--- src/pkg/icx_params.svh ---
// Register indices, field positions, reset values and timing factors
`ifndef ICX_PARAMS_SVH
`define ICX_PARAMS_SVH

// Register index; the byte address is four times the index
`define ICX_IDX_W 10
`define ICX_IDX_CTRL 10'h000
`define ICX_IDX_STATUS 10'h008
`define ICX_IDX_IRQ_EN 10'h00a
`define ICX_IDX_DIV_LO 10'h00b
`define ICX_IDX_DIV_HI 10'h00c
`define ICX_IDX_RISE 10'h00d
`define ICX_IDX_MSB 11
`define ICX_IDX_LSB 2

// Control register
`define ICX_BIT_PE 0

// Status register, set by hardware, cleared by writing zero
`define ICX_BIT_MISPLACED 0
`define ICX_BIT_ARB_LOST 1
`define ICX_BIT_ACK_FAIL 2
`define ICX_BIT_OVERRUN 3
`define ICX_BIT_WAKE 5
`define ICX_NUM_ERR 4

// Interrupt enable register
`define ICX_BIT_ERR_EN 0
`define ICX_BIT_EVT_EN 1
`define ICX_BIT_BUF_EN 2

// Divider high byte
`define ICX_DIV_HI_LSB 0
`define ICX_DIV_HI_MSB 3
`define ICX_BIT_DUTY 6
`define ICX_BIT_FAST 7

// Rise time register
`define ICX_RISE_W 6
`define ICX_RISE_MSB 5

// Reset values
`define ICX_RST_BYTE 8'h00
`define ICX_RST_RISE 6'h02
`define ICX_RST_DIV 12'h000

// Event vector positions
`define ICX_EV_START 0
`define ICX_EV_ADDR 1
`define ICX_EV_TEN 2
`define ICX_EV_STOP 3
`define ICX_EV_BTF 4
`define ICX_EV_TXE 5
`define ICX_EV_RECEIVE_FULL_FLAG 6
`define ICX_NUM_EV 7

// SCL phase factors, counter wide enough for 25 * 4095
`define ICX_DIV_W 12
`define ICX_CNT_W 17
`define ICX_MUL_DUTY_HI 17'd9
`define ICX_MUL_DUTY_LO 17'd16
`define ICX_MUL_FAST_LO 17'd2
`define ICX_CNT_ONE 17'd1

`endif

--- src/pkg/icx_pkg.sv ---
// Types shared by the serial clock generator and the bus slave
package icx_pkg;
  typedef enum logic [1:0] {
    icx_scl_idle,
    icx_scl_low,
    icx_scl_high
  } icx_scl_state_t;

  typedef enum logic {
    icx_bus_addr,
    icx_bus_data
  } icx_bus_state_t;
endpackage

--- src/pkg/icx_core_if.sv ---
// Signals between the register top, the SCL generator and interrupt logic
`timescale 1ns/100ps
interface icx_core_if;
  logic run;
  logic [11:0] divider;
  logic fast;
  logic duty;
  logic [5:0] rise;
  logic scl_in;
  logic scl_oe;
  logic [3:0] err_flags;
  logic wake_flag;
  logic [6:0] evt;
  logic err_en;
  logic evt_en;
  logic buf_en;
  logic err_irq;
  logic evt_irq;

  modport top (
    output run, divider, fast, duty, rise, scl_in, err_flags, wake_flag,
    output evt, err_en, evt_en, buf_en,
    input scl_oe, err_irq, evt_irq
  );
  modport scl (
    input run, divider, fast, duty, rise, scl_in,
    output scl_oe
  );
  modport irq (
    input err_flags, wake_flag, evt, err_en, evt_en, buf_en,
    output err_irq, evt_irq
  );
endinterface

--- src/logic/icx_irq.sv ---
// Interrupt request gating for error and event sources
`timescale 1ns/100ps
`include "icx_params.svh"
module icx_irq
  import icx_pkg::*;
(
  input wire logic hclk,
  input wire logic hresetn,
  icx_core_if.irq core
);

  logic next_err;
  logic next_evt;
  logic buf_ev;

  always_comb begin
    next_err = core.err_en & (|core.err_flags);
    // Data events are visible only with the buffer enable
    buf_ev = core.buf_en & (core.evt[`ICX_EV_TXE] |
      core.evt[`ICX_EV_RECEIVE_FULL_FLAG]);
    next_evt = core.evt_en & (core.evt[`ICX_EV_START] |
      core.evt[`ICX_EV_ADDR] | core.evt[`ICX_EV_TEN] |
      core.evt[`ICX_EV_STOP] |
      (core.evt[`ICX_EV_BTF] & ~core.evt[`ICX_EV_TXE] &
        ~core.evt[`ICX_EV_RECEIVE_FULL_FLAG]) |
      buf_ev | core.wake_flag);
  end

  // Levels follow their sources, one cycle behind
  always_ff @(posedge hclk or negedge hresetn) begin
    if (!hresetn) begin
      core.err_irq <= 1'b0;
      core.evt_irq <= 1'b0;
    end else begin
      core.err_irq <= next_err;
      core.evt_irq <= next_evt;
    end
  end

endmodule

--- src/logic/icx_scl_gen.sv ---
// Master SCL generator: high and low phases from the divider
`timescale 1ns/100ps
`include "icx_params.svh"
module icx_scl_gen
  import icx_pkg::*;
(
  input wire logic hclk,
  input wire logic hresetn,
  icx_core_if.scl core
);

  icx_scl_state_t state;
  logic [`ICX_CNT_W-1:0] cnt;
  logic [`ICX_CNT_W-1:0] div_w;
  logic [`ICX_CNT_W-1:0] high_len;
  logic [`ICX_CNT_W-1:0] low_len;
  logic held_low;

  always_comb begin
    div_w = {{(`ICX_CNT_W-`ICX_DIV_W){1'b0}}, core.divider};
    high_len = div_w;
    low_len = div_w;
    if (core.fast && core.duty) begin
      high_len = `ICX_CNT_W'(div_w * `ICX_MUL_DUTY_HI);
      low_len = `ICX_CNT_W'(div_w * `ICX_MUL_DUTY_LO);
    end else if (core.fast) begin
      low_len = `ICX_CNT_W'(div_w * `ICX_MUL_FAST_LO);
    end
    // A slave still holding SCL after the rise budget stretches high
    held_low = !core.scl_in &&
      (cnt >= {{(`ICX_CNT_W-`ICX_RISE_W){1'b0}}, core.rise});
  end

  always_ff @(posedge hclk or negedge hresetn) begin
    if (!hresetn) begin
      state <= icx_scl_idle;
      cnt <= `ICX_CNT_ONE;
      core.scl_oe <= 1'b0;
    end else if (!core.run || core.divider == `ICX_RST_DIV) begin
      state <= icx_scl_idle;
      cnt <= `ICX_CNT_ONE;
      core.scl_oe <= 1'b0;
    end else begin
      case (state)
        icx_scl_idle: begin
          state <= icx_scl_low;
          cnt <= `ICX_CNT_ONE;
          core.scl_oe <= 1'b1;
        end
        icx_scl_low: begin
          if (cnt >= low_len) begin
            state <= icx_scl_high;
            cnt <= `ICX_CNT_ONE;
            core.scl_oe <= 1'b0;
          end else begin
            cnt <= cnt + `ICX_CNT_ONE;
          end
        end
        icx_scl_high: begin
          if (held_low) begin
            cnt <= cnt;
          end else if (cnt >= high_len) begin
            state <= icx_scl_low;
            cnt <= `ICX_CNT_ONE;
            core.scl_oe <= 1'b1;
          end else begin
            cnt <= cnt + `ICX_CNT_ONE;
          end
        end
        default: begin
          state <= icx_scl_idle;
          cnt <= `ICX_CNT_ONE;
          core.scl_oe <= 1'b0;
        end
      endcase
    end
  end

endmodule

--- src/logic/icx_top.sv ---
// I2C interrupt enables, error flags and SCL timing behind an AHB-Lite slave
//
// Chosen here: the AHB-Lite slave port.
`timescale 1ns/100ps
`include "icx_params.svh"
module icx_top
  import icx_pkg::*;
(
  input wire logic hclk,
  input wire logic hresetn,
  input wire logic hsel,
  input wire logic [31:0] haddr,
  input wire logic [1:0] htrans,
  input wire logic hwrite,
  input wire logic [2:0] hsize,
  input wire logic [31:0] hwdata,
  input wire logic hready,
  output logic hreadyout,
  output logic hresp,
  output logic [31:0] hrdata,
  input wire logic master_mode,
  input wire logic halt_mode,
  input wire logic start_sent_flag,
  input wire logic address_done_flag,
  input wire logic ten_bit_header_flag,
  input wire logic stop_seen_flag,
  input wire logic byte_finished_flag,
  input wire logic transmit_empty_flag,
  input wire logic receive_full_flag,
  input wire logic misplaced_condition_set,
  input wire logic arbitration_lost_set,
  input wire logic ack_failure_set,
  input wire logic overrun_set,
  input wire logic address_match_set,
  input wire logic scl_in,
  output logic scl_o,
  output logic scl_oe,
  output logic peripheral_enable,
  output logic error_irq,
  output logic event_irq
);

  icx_core_if core ();

  ////////////////////////////////////////////////////////////////////////////
  // Registers

  icx_bus_state_t bus_state;
  logic [`ICX_IDX_W-1:0] cap_idx;
  logic cap_write;
  logic error_irq_enable;
  logic event_irq_enable;
  logic buffer_irq_enable;
  logic [`ICX_DIV_W-1:0] scl_divider;
  logic fast_mode;
  logic fast_duty;
  logic [`ICX_RISE_W-1:0] rise_time_count;
  logic [`ICX_NUM_ERR-1:0] err_flags;
  logic [`ICX_NUM_ERR-1:0] err_set;
  logic halt_wakeup_flag;
  logic halt_entered;
  logic halt_seen;
  logic wake_set;
  logic addr_ok;
  logic do_write;
  logic do_read;
  logic [7:0] wbyte;
  logic [7:0] rbyte;

  ////////////////////////////////////////////////////////////////////////////
  // Bus slave: one wait state so reads see the preceding write

  // Only word-aligned addresses inside the register window are decoded, whatever hsize; others read zero
  assign addr_ok = (haddr[1:0] == 2'h0) && (haddr[31:`ICX_IDX_MSB+1] == '0);

  always_ff @(posedge hclk or negedge hresetn) begin
    if (!hresetn) begin
      bus_state <= icx_bus_addr;
      cap_idx <= '0;
      cap_write <= 1'b0;
      hreadyout <= 1'b1;
    end else begin
      case (bus_state)
        icx_bus_addr: begin
          if (hsel && htrans[1] && hready) begin
            bus_state <= icx_bus_data;
            cap_idx <= addr_ok ? haddr[`ICX_IDX_MSB:`ICX_IDX_LSB] :
              {`ICX_IDX_W{1'b1}};
            cap_write <= hwrite;
            hreadyout <= 1'b0;
          end
        end
        icx_bus_data: begin
          bus_state <= icx_bus_addr;
          hreadyout <= 1'b1;
        end
        default: begin
          bus_state <= icx_bus_addr;
          hreadyout <= 1'b1;
        end
      endcase
    end
  end

  assign do_write = (bus_state == icx_bus_data) && cap_write;
  assign do_read = (bus_state == icx_bus_data) && !cap_write;
  assign wbyte = hwdata[7:0];

  // Every transfer answers OKAY, unmapped ones included
  always_ff @(posedge hclk or negedge hresetn) begin
    if (!hresetn) begin
      hresp <= 1'b0;
    end else begin
      hresp <= 1'b0;
    end
  end

  ////////////////////////////////////////////////////////////////////////////
  // Control and configuration registers

  always_ff @(posedge hclk or negedge hresetn) begin
    if (!hresetn) begin
      peripheral_enable <= 1'b0;
    end else if (do_write && cap_idx == `ICX_IDX_CTRL) begin
      peripheral_enable <= wbyte[`ICX_BIT_PE];
    end
  end

  always_ff @(posedge hclk or negedge hresetn) begin
    if (!hresetn) begin
      error_irq_enable <= 1'b0;
      event_irq_enable <= 1'b0;
      buffer_irq_enable <= 1'b0;
    end else if (do_write && cap_idx == `ICX_IDX_IRQ_EN) begin
      error_irq_enable <= wbyte[`ICX_BIT_ERR_EN];
      event_irq_enable <= wbyte[`ICX_BIT_EVT_EN];
      buffer_irq_enable <= wbyte[`ICX_BIT_BUF_EN];
    end
  end

  // Timing fields are taken as written; software keeps them stable
  // while enabled, the hardware does not lock them
  always_ff @(posedge hclk or negedge hresetn) begin
    if (!hresetn) begin
      scl_divider <= `ICX_RST_DIV;
      fast_mode <= 1'b0;
      fast_duty <= 1'b0;
    end else if (do_write && cap_idx == `ICX_IDX_DIV_LO) begin
      scl_divider[7:0] <= wbyte;
    end else if (do_write && cap_idx == `ICX_IDX_DIV_HI) begin
      scl_divider[`ICX_DIV_W-1:8] <=
        wbyte[`ICX_DIV_HI_MSB:`ICX_DIV_HI_LSB];
      fast_mode <= wbyte[`ICX_BIT_FAST];
      fast_duty <= wbyte[`ICX_BIT_DUTY];
    end
  end

  always_ff @(posedge hclk or negedge hresetn) begin
    if (!hresetn) begin
      rise_time_count <= `ICX_RST_RISE;
    end else if (do_write && cap_idx == `ICX_IDX_RISE) begin
      rise_time_count <= wbyte[`ICX_RISE_MSB:0];
    end
  end

  ////////////////////////////////////////////////////////////////////////////
  // Status flags: hardware set wins over a software clear

  assign err_set[`ICX_BIT_MISPLACED] = misplaced_condition_set;
  assign err_set[`ICX_BIT_ARB_LOST] = arbitration_lost_set;
  assign err_set[`ICX_BIT_ACK_FAIL] = ack_failure_set;
  assign err_set[`ICX_BIT_OVERRUN] = overrun_set;

  genvar gi;
  generate
    for (gi = 0; gi < `ICX_NUM_ERR; gi = gi + 1) begin : g_err
      always_ff @(posedge hclk or negedge hresetn) begin
        if (!hresetn) begin
          err_flags[gi] <= 1'b0;
        end else if (!peripheral_enable) begin
          err_flags[gi] <= 1'b0;
        end else if (err_set[gi]) begin
          err_flags[gi] <= 1'b1;
        end else if (do_write && cap_idx == `ICX_IDX_STATUS &&
            !wbyte[gi]) begin
          err_flags[gi] <= 1'b0;
        end
      end
    end
  endgenerate

  // Entry into halt as master is seen on the rising edge of halt_mode
  always_ff @(posedge hclk or negedge hresetn) begin
    if (!hresetn) begin
      halt_seen <= 1'b0;
    end else begin
      halt_seen <= halt_mode;
    end
  end

  assign halt_entered = halt_mode && !halt_seen && master_mode;
  assign wake_set = event_irq_enable &&
    ((address_match_set && halt_mode && !master_mode) || halt_entered);

  // Single clock here, so the wakeup is caught on the next edge
  always_ff @(posedge hclk or negedge hresetn) begin
    if (!hresetn) begin
      halt_wakeup_flag <= 1'b0;
    end else if (!peripheral_enable) begin
      halt_wakeup_flag <= 1'b0;
    end else if (wake_set) begin
      halt_wakeup_flag <= 1'b1;
    end else if (do_write && cap_idx == `ICX_IDX_STATUS &&
        !wbyte[`ICX_BIT_WAKE]) begin
      halt_wakeup_flag <= 1'b0;
    end
  end

  ////////////////////////////////////////////////////////////////////////////
  // Read data, reserved bits read zero

  always_comb begin
    rbyte = `ICX_RST_BYTE;
    case (cap_idx)
      `ICX_IDX_CTRL: rbyte[`ICX_BIT_PE] = peripheral_enable;
      `ICX_IDX_STATUS: begin
        rbyte[`ICX_NUM_ERR-1:0] = err_flags;
        rbyte[`ICX_BIT_WAKE] = halt_wakeup_flag;
      end
      `ICX_IDX_IRQ_EN: begin
        rbyte[`ICX_BIT_ERR_EN] = error_irq_enable;
        rbyte[`ICX_BIT_EVT_EN] = event_irq_enable;
        rbyte[`ICX_BIT_BUF_EN] = buffer_irq_enable;
      end
      `ICX_IDX_DIV_LO: rbyte = scl_divider[7:0];
      `ICX_IDX_DIV_HI: begin
        rbyte[`ICX_DIV_HI_MSB:`ICX_DIV_HI_LSB] =
          scl_divider[`ICX_DIV_W-1:8];
        rbyte[`ICX_BIT_DUTY] = fast_duty;
        rbyte[`ICX_BIT_FAST] = fast_mode;
      end
      `ICX_IDX_RISE: rbyte[`ICX_RISE_MSB:0] = rise_time_count;
      default: rbyte = `ICX_RST_BYTE;
    endcase
  end

  always_ff @(posedge hclk or negedge hresetn) begin
    if (!hresetn) begin
      hrdata <= 32'h0000_0000;
    end else if (do_read) begin
      hrdata <= {24'h00_0000, rbyte};
    end
  end

  ////////////////////////////////////////////////////////////////////////////
  // Submodules

  assign core.run = peripheral_enable && master_mode;
  assign core.divider = scl_divider;
  assign core.fast = fast_mode;
  assign core.duty = fast_duty;
  assign core.rise = rise_time_count;
  assign core.scl_in = scl_in;
  assign core.err_flags = err_flags;
  assign core.wake_flag = halt_wakeup_flag;
  assign core.evt = {receive_full_flag, transmit_empty_flag,
    byte_finished_flag, stop_seen_flag, ten_bit_header_flag,
    address_done_flag, start_sent_flag};
  assign core.err_en = error_irq_enable;
  assign core.evt_en = event_irq_enable;
  assign core.buf_en = buffer_irq_enable;

  icx_scl_gen u_scl (
    .hclk(hclk),
    .hresetn(hresetn),
    .core(core)
  );

  icx_irq u_irq (
    .hclk(hclk),
    .hresetn(hresetn),
    .core(core)
  );

  // Open-drain SCL: the pin only ever pulls low
  always_ff @(posedge hclk or negedge hresetn) begin
    if (!hresetn) begin
      scl_o <= 1'b0;
    end else begin
      scl_o <= 1'b0;
    end
  end

  assign scl_oe = core.scl_oe;
  assign error_irq = core.err_irq;
  assign event_irq = core.evt_irq;

endmodule

--- config.mk ---
export PLATFORM = sky130hd
export DESIGN_NAME = icx_top
export DESIGN_NICKNAME = d
export VERILOG_FILES = /design/src/pkg/icx_pkg.sv /design/src/pkg/icx_core_if.sv /design/src/logic/icx_irq.sv /design/src/logic/icx_scl_gen.sv /design/src/logic/icx_top.sv
export VERILOG_INCLUDE_DIRS = /design/src /design/src/pkg
export SDC_FILE = /design/constraint.sdc
export NUM_CORES = 1
export LEC_CHECK = 0
export BUFFER_PORTS_ARGS = -buffer_cell sky130_fd_sc_hd__buf_2
export CAP_MARGIN = 20
export CORE_MARGIN = 8
export CORE_UTILIZATION = 50
export DETAILED_ROUTE_END_ITERATION = 10
export PLACE_DENSITY_LB_ADDON = 0.08
export SYNTH_ARGS = -nofsm -noshare
export SYNTH_HDL_FRONTEND = slang
export SYNTH_SLANG_ARGS = --single-unit
--- constraint.sdc ---
create_clock -name hclk -period 3.7 [get_ports hclk]
set_clock_uncertainty 0.15 [all_clocks]
set_input_delay 0 -clock hclk [delete_from_list [all_inputs] [get_ports hclk]]
set_output_delay 0 -clock hclk [all_outputs]
set_load 0.01 [all_outputs]
==> results by group, run 1 <==
Route
  – TritonRoute pass-1 iters: 4
  – Routed via count: approximately 4800
  – Mean routed wirelength per cell: approximately 18 µm
  – Detailed-route DRC error count: 0
  – Final ANT Viol Nets: 0
  – Iter 0 DRT Violations: 403
  – DRT Wirelength: about 15000 µm
  – Drt via density: between 5 and 6

CTS
  – Worst-Skew Late Latency: about 0.36 ns
  – CTS Buffer Depth: 2
  – Worst-path clk slew: roughly 0.08 ns
  – H-tree depth: 3
  – Inserted Clock Buffers: 9
  – Clock Sinks: 73
  – Root buf cell: clkbuf_8
  – CTS tree: built

Finish
  – NumNets Final: 862
  – Ant diodes: 0
  – Design Area, Final: approximately 6900 µm²
  – Most frequent cells in the layout: buf_2, dfrtp_1, ha_1
  – Most common cell after layout, fill and taps aside: buf_2
  – Core occupancy in the finished layout: 0.640
  – Filler Cell Count: between 900 and 1000
  – Area grow syn2layout: 26.4%
  – Layout cells sized above 1: 0.285

Timing
  – Endpoints failing setup: 20
  – Final min period: between 4 and 5 ns
  – Max Freq: approximately 240 MHz
  – Slew Limit Fails: 0
  – Worst slew margin: 0.360
  – Final Cycle Share: 1.13
  – Final Hold Violating Endpoints: 0
  – Final Hold Slack: 0.0528 ns
  – Final setup margin: -0.463 ns
  – Worst Tran Pin Value: 0.960 ns
  – RSZ-0062 raised after global routing: true

Worst setup path
  – Crit path buffers/inverters: 3
  – Crit path largest cell delay: 0.40 ns
  – Max Fanout on Critical Path: 6
  – Crit path kind: reg -> reg
  – CP cell instances: ha_1 -> ha_2 -> inv_2 -> fa_2 -> nor2b_2 -> o21ai_2 -> a21boi_2 -> o21ai_2 -> a211oi_2 -> o21ai_1 -> mux2i_1 -> ha_1 -> a21o_1 -> a211oi_2 -> o21a_1 -> o311a_4 -> o21bai_4 -> buf_12 -> buf_6 -> nor4_2 -> a21o_1
  – Startpoint Class: flip-flop
  – R2R cell count: 21
  – CP delay by family, top: compound AO/OA/AOI/OAI gates
  – Worst Path Arrival: between 4 and 5 ns
  – Number of stages on the worst setup path: 21
  – Critical path required time: roughly 3.8 ns
  – CP Capture Type: flip-flop
  – CP max stage cell: dfrtp_1

Placed design
  – Port Buffers: 73
  – DP HPWL: roughly 11000 µm
  – GP Congestion: between 0.8 and 0.9
  – Area after DPL: about 6100 µm²
  – Setup slack at placement: -0.458 ns

Floorplan
  – IO Pins: 128
  – Height of the die: approximately 120 µm
  – Core area: about 11000 µm²
  – Die area: between 10000 and 15000 µm²
  – FP Rows: 38
  – Starting density of the core: 0.507
  – Die Span X: around 120 µm

Synthesis
  – Number of synthesized flops with an enable pin: 0
  – FF+latch count, synth: between 70 and 80
  – Fraction of registers with async set/reset: 1.00
  – Main synth FF type: dfrtp_1
  – Synth warnings: 0
  – Syn Inst Count: 570
  – Mapped Area: 5440 µm²
  – Syn_area_per_cell: between 9 and 10 µm²
  – Distinct cells, synth: 71
  – Sequential area share after synthesis: 0.336

Global routing
  – GRT Util Overall: 0.211
  – Largest net degree at the start of global routing: between 70 and 80
  – Initial antenna violation count: 0
  – Number of global-route vias before repair: 5021
  – First-pass GRT wire length: 24800 µm
  – Residual overflow from global routing: 0

Pwr
  – Leakage power: around 3.2 nW
  – Final Power: about 1.9 mW
  – P per Cell Area: 270 nW/µm²
  – Maximum vdd drop: between 0.2 and 0.25 mV

Flow run
  – Max cap viols: 0

Status
  – Violated checks: negative setup slack
  – Outcome: complete, but fails checks

Hold path
  – Worst min path class: in -> reg
  – Hold Path Stages: 2
power by group:
| part | switching [mW] | internal [mW] |
|---|---|---|
| logic | 0.117 | 0.118 |
| registers | 0.0161 | 0.817 |
| clock network | 0.336 | 0.452 |
logic make-up (layout without fill, tap and decap cells):
group / after synthesis / count (layout) / synth area share
buffers and inverters: 66 / 187 / 0.0657
xor gates and xnor gates: 9 / 9 / 0.0145
DFF: 73 / 73 / 0.336
other: 1 / 26 / 0.000689
AOI/OAI and AO/OA: 139 / 139 / 0.181
and+or+nand+nor: 173 / 173 / 0.164
muxes: 47 / 47 / 0.0933
adders and majority gates: 62 / 62 / 0.144
repair_timing:
item                                    4_1_cts  5_1_grt
endpoints found under the setup margin       20       20
hold endpoints to repair                    112        0
gates resized for setup                      18       13
pin swaps                                    19       10
buffers inserted                              6        4
hold buffers                                 33        0
cells in the mapped netlist (5+ instances only):
| cell type | count | area [µm²] |
|---|---|---|
| a21o_1 | 6 | 45.0 |
| xor2_1 | 7 | 61.3 |
| a22o_1 | 5 | 43.8 |
| o22a_1 | 10 | 87.6 |
| inv_1 | 21 | 78.8 |
| nand3_1 | 10 | 50.1 |
| a221o_1 | 6 | 60.1 |
| nand2_1 | 49 | 184 |
| ha_1 | 61 | 763 |
| dfrtp_1 | 70 | 1750 |
| mux2i_1 | 17 | 170 |
| a21oi_1 | 28 | 140 |
| o21a_1 | 13 | 97.6 |
| mux2_2 | 30 | 338 |
| clkbuf_1 | 11 | 41.3 |
| nor3_1 | 9 | 45.0 |
| nand4_1 | 9 | 56.3 |
| buf_4 | 26 | 195 |
| o21ai_0 | 31 | 155 |
| nor2b_1 | 7 | 43.8 |
| nor2_1 | 38 | 143 |
| nor4_1 | 12 | 75.1 |
area by class of cell:
| type | instances | area [µm²] | area share |
|---|---|---|---|
| clock buffers | 10 | 128 | 0.0186 |
| inverters | 21 | 78.8 | 0.0115 |
| multi-input cells | 456 | 3500 | 0.509 |
| well taps | 140 | 175 | 0.0255 |
| flip-flops and latches | 73 | 1830 | 0.266 |
| repair buffers | 150 | 1050 | 0.153 |
| clock inverters | 6 | 115 | 0.0167 |
stage by stage:
step | setup TNS (ns) | std cells
after floorplan | -3.33 | 595
after global placement | -5.42 | 797
after detailed placement | -7.37 | 797
after CTS | -6.27 | 852
after global routing | -12.10 | 856
final | -8.25 | 856
path summary, 6_finish.rpt:
| path | slack [ns] | start | endpoint |
|---|---|---|---|
| max | -0.46 | core.divider[4]$_DFFE_PN0P_ | u_scl.cnt[4]$_DFFE_PN0P_ |
| min | 0.05 | htrans[1] | bus_state$_DFF_PN0_ |
| max reg2reg | -0.46 | core.divider[4]$_DFFE_PN0P_ | u_scl.cnt[4]$_DFFE_PN0P_ |
| min reg2reg | 0.34 | hrdata[7]$_DFFE_PN0P_ | hrdata[7]$_DFFE_PN0P_ |
| max in group asynchronous | 2.58 | hresetn | core.divider[11]$_DFFE_PN0P_ |
| min in group asynchronous | 0.15 | hresetn | u_scl.cnt[12]$_DFFE_PN0P_ |
registers in the layout, summed over array words and instances, names as in the netlist:
name and flops:
cap_write 1, u_scl.core.scl_oe 1, halt_seen 1, core.fast 1, u_irq.core.err_irq 1, core.evt_en 1
core.rise 6, core.divider 12, hreadyout 1, u_irq.core.evt_irq 1, hrdata 8, bus_state 1
core.err_flags 4, core.err_en 1, buffer_irq_enable 1, peripheral_enable 1, cap_idx 10, core.duty 1
u_scl.state 2, u_scl.cnt 17, core.wake_flag 1
routing by layer:
| layer | share of wire | vias to the layer above | GRT usage | wire length (µm) |
|---|---|---|---|---|
| li1 | - | 2349 | - | - |
| met5 | 0 | - | 0 | 0 |
| met1 | 0.44 | 2342 | 0.254 | 6600 |
| met3 | 0.042 | 27 | 0.0429 | 639 |
| met2 | 0.50 | 105 | 0.370 | 7620 |
| met4 | 0.019 | 0 | 0.0695 | 293 |
Note: power is estimated with default switching activity, not from simulation.
==> run 2, diff against run 1 <==
Settings changed: CELL_PAD_IN_SITES_DETAIL_PLACEMENT set to 0, CELL_PAD_IN_SITES_GLOBAL_PLACEMENT set to 2, CORE_UTILIZATION 50 to 25.
==> run 2 against run 1 <==
  * Core utilization down 31 points
  * Wire length increased by 18%
  * First-iteration DRC count shrank 63%
  * Sequential share of layout area shrank 1.0 points
  * Largest cell class unchanged
  * Combinational power is 4% higher
  * Critical endpoint is now u_scl.state[1]$_DFFE_PN0P_
  * The flow still finishes with violations (negative setup slack)
  * Setup slack better by 0.13 ns
==> results by group, run 2 (synthesis gave the netlist of run 1 again) <==
Hold path
  – Hold_sp: htrans[1]
  – Hold worst-path end: bus_state$_DFF_PN0_
  – Worst min path class: in -> reg
  – Hold Path Stages: 2

Timing
  – Final min period: slightly above 4 ns
  – Final setup margin: -0.335 ns
  – Endpoints failing setup: 20
  – RSZ-0062 raised after global routing: true
  – Worst slew margin: 0.459
  – Final Cycle Share: 1.09
  – Worst Tran Pin Value: around 0.80 ns
  – Slew Limit Fails: 0
  – Max Freq: around 250 MHz
  – Final Hold Violating Endpoints: 0

Floorplan
  – Core area: 21600 µm²
  – IO Pins: ~130
  – Die Span X: 164 µm
  – FP Rows: 54
  – Die area: approximately 27000 µm²
  – Starting density of the core: 0.252
  – Height of the die: 164 µm

Global routing
  – Initial antenna violation count: 0
  – Residual overflow from global routing: 0
  – First-pass GRT wire length: between 20000 and 30000 µm
  – Number of global-route vias before repair: between 5000 and 6000
  – GRT Util Overall: 0.138
  – Largest net degree at the start of global routing: 74

Route
  – DRT Wirelength: 17900 µm
  – Drt via density: about 4.7
  – Mean routed wirelength per cell: ~18 µm
  – TritonRoute pass-1 iters: 4
  – Final ANT Viol Nets: 0
  – Routed via count: 4707
  – Iter 0 DRT Violations: roughly 150
  – Detailed-route DRC error count: 0

Pwr
  – Final Power: roughly 2.0 mW
  – Leakage power: 3.25 nW
  – P per Cell Area: 281 nW/µm²
  – Maximum vdd drop: about 0.19 mV

Finish
  – Most common cell after layout, fill and taps aside: buf_2
  – NumNets Final: roughly 860
  – Area grow syn2layout: 31.3%
  – Ant diodes: 0
  – Most frequent cells in the layout: buf_2, dfrtp_1, ha_1
  – Layout cells sized above 1: 0.291
  – Max FFs per register: 17
  – Reg with most FFs: u_scl.cnt
  – Non-Filler Instances: approximately 1000

Worst setup path
  – Crit Reg-Reg Endpoint: u_scl.state[1]$_DFFE_PN0P_
  – Max Fanout on Critical Path: 8
  – Worst Path Arrival: just over 4 ns
  – Worst r2r src: core.divider[4]$_DFFE_PN0P_
  – R2R cell count: 17
  – Crit path kind: reg -> reg
  – Critical path required time: ~3.8 ns
  – CP Capture Type: flip-flop
  – Startpoint Class: flip-flop
  – Reg-to-reg slack, setup: -0.33 ns

Placed design
  – Placed cell count: 940
  – Port Buffers: 73
  – GP Congestion: ~0.79
  – Setup slack at placement: -0.510 ns
  – DP HPWL: ~14000 µm

CTS
  – Worst-Skew Late Latency: around 0.35 ns
  – CTS Buffer Depth: 2
  – Worst-path clk slew: roughly 0.060 ns
  – Inserted Clock Buffers: 9
  – CTS tree: built
  – Clock Sinks: 73
  – H-tree depth: 3
  – Root buf cell: clkbuf_16

Status
  – Violated checks: negative setup slack
  – Outcome: complete, but fails checks

Flow run
  – Max cap viols: 0
-- run 2: per-stage QoR --
stage                     hold WS, ns  instance area (µm²)  setup TNS [ns]   util
after CTS                      0.0495                 7040           -5.50  0.326
final                          0.0522                 7150           -5.63  0.331
after floorplan                -0.446                 5590           -3.33      -
after detailed placement      -0.0203                 6310           -8.17  0.292
after global routing           0.0774                 7150          -10.13  0.331
after global placement        -0.0227                 6310           -7.32  0.292
-- run 2: area by class of cell --
type | instances | area (µm²)
inverter | 21 | 78.8
clock inverter | 5 | 62.6
timing repair buffer | 149 | 1050
multi-input combinational | 457 | 3540
fill | 2251 | 14500
clock buffer | 11 | 243
tap | 280 | 350
sequential | 73 | 1830
-- run 2: worst max path at each step --
stage / startpoint / to
2_1_floorplan: core.divider[4]$_DFFE_PN0P_ / u_scl.cnt[6]$_DFFE_PN0P_
3_3_place_gp: core.divider[4]$_DFFE_PN0P_ / u_scl.cnt[15]$_DFFE_PN0P_
3_5_place_dp: core.divider[4]$_DFFE_PN0P_ / u_scl.cnt[15]$_DFFE_PN0P_
4_1_cts: core.divider[4]$_DFFE_PN0P_ / u_scl.cnt[8]$_DFFE_PN0P_
5_1_grt: core.divider[1]$_DFFE_PN0P_ / u_scl.cnt[8]$_DFFE_PN0P_
6_report: core.divider[4]$_DFFE_PN0P_ / u_scl.state[1]$_DFFE_PN0P_
-- run 2: repair_timing --
| action | CTS | global route |
|---|---|---|
| gates cloned | 1 | 0 |
| hold buffers | 33 | 1 |
| hold endpoints to repair | 112 | 9 |
| buffers inserted | 3 | 1 |
| gates resized for setup | 16 | 19 |
| endpoints found under the setup margin | 20 | 20 |
| pin swaps | 25 | 15 |
-- run 2: worst max-delay path, stage by stage, from the launching register on --
cell,delay [ns]
dfrtp_1,0.39
buf_4,0.18
ha_1,0.30
ha_1,0.31
buf_4,0.14
o21ai_1,0.11
a21boi_2,0.09
buf_4,0.14
o31a_1,0.28
ha_1,0.30
and4_1,0.23
and2_1,0.16
a311oi_2,0.36
o311a_4,0.34
buf_6,0.13
nor2_2,0.03
o2bb2ai_1,0.12
a22o_1,0.17
-- run 2: report_power, final --
group          leakage, nW  internal (mW)  switching, mW  total, mW
logic                 2.20          0.122          0.122      0.244
registers            0.913          0.818         0.0176      0.836
clock network        0.142          0.545          0.385      0.931
total                 3.25           1.49          0.525       2.01
-- run 2: per-layer routing --
metal / vias to the layer above / GRT usage / routed length [µm]
li1: 2351 / - / -
met1: 2279 / 0.172 / 8230
met2: 61 / 0.243 / 9070
met3: 16 / 0.0237 / 458
met4: 0 / 0.0364 / 188
met5: - / 0 / 0
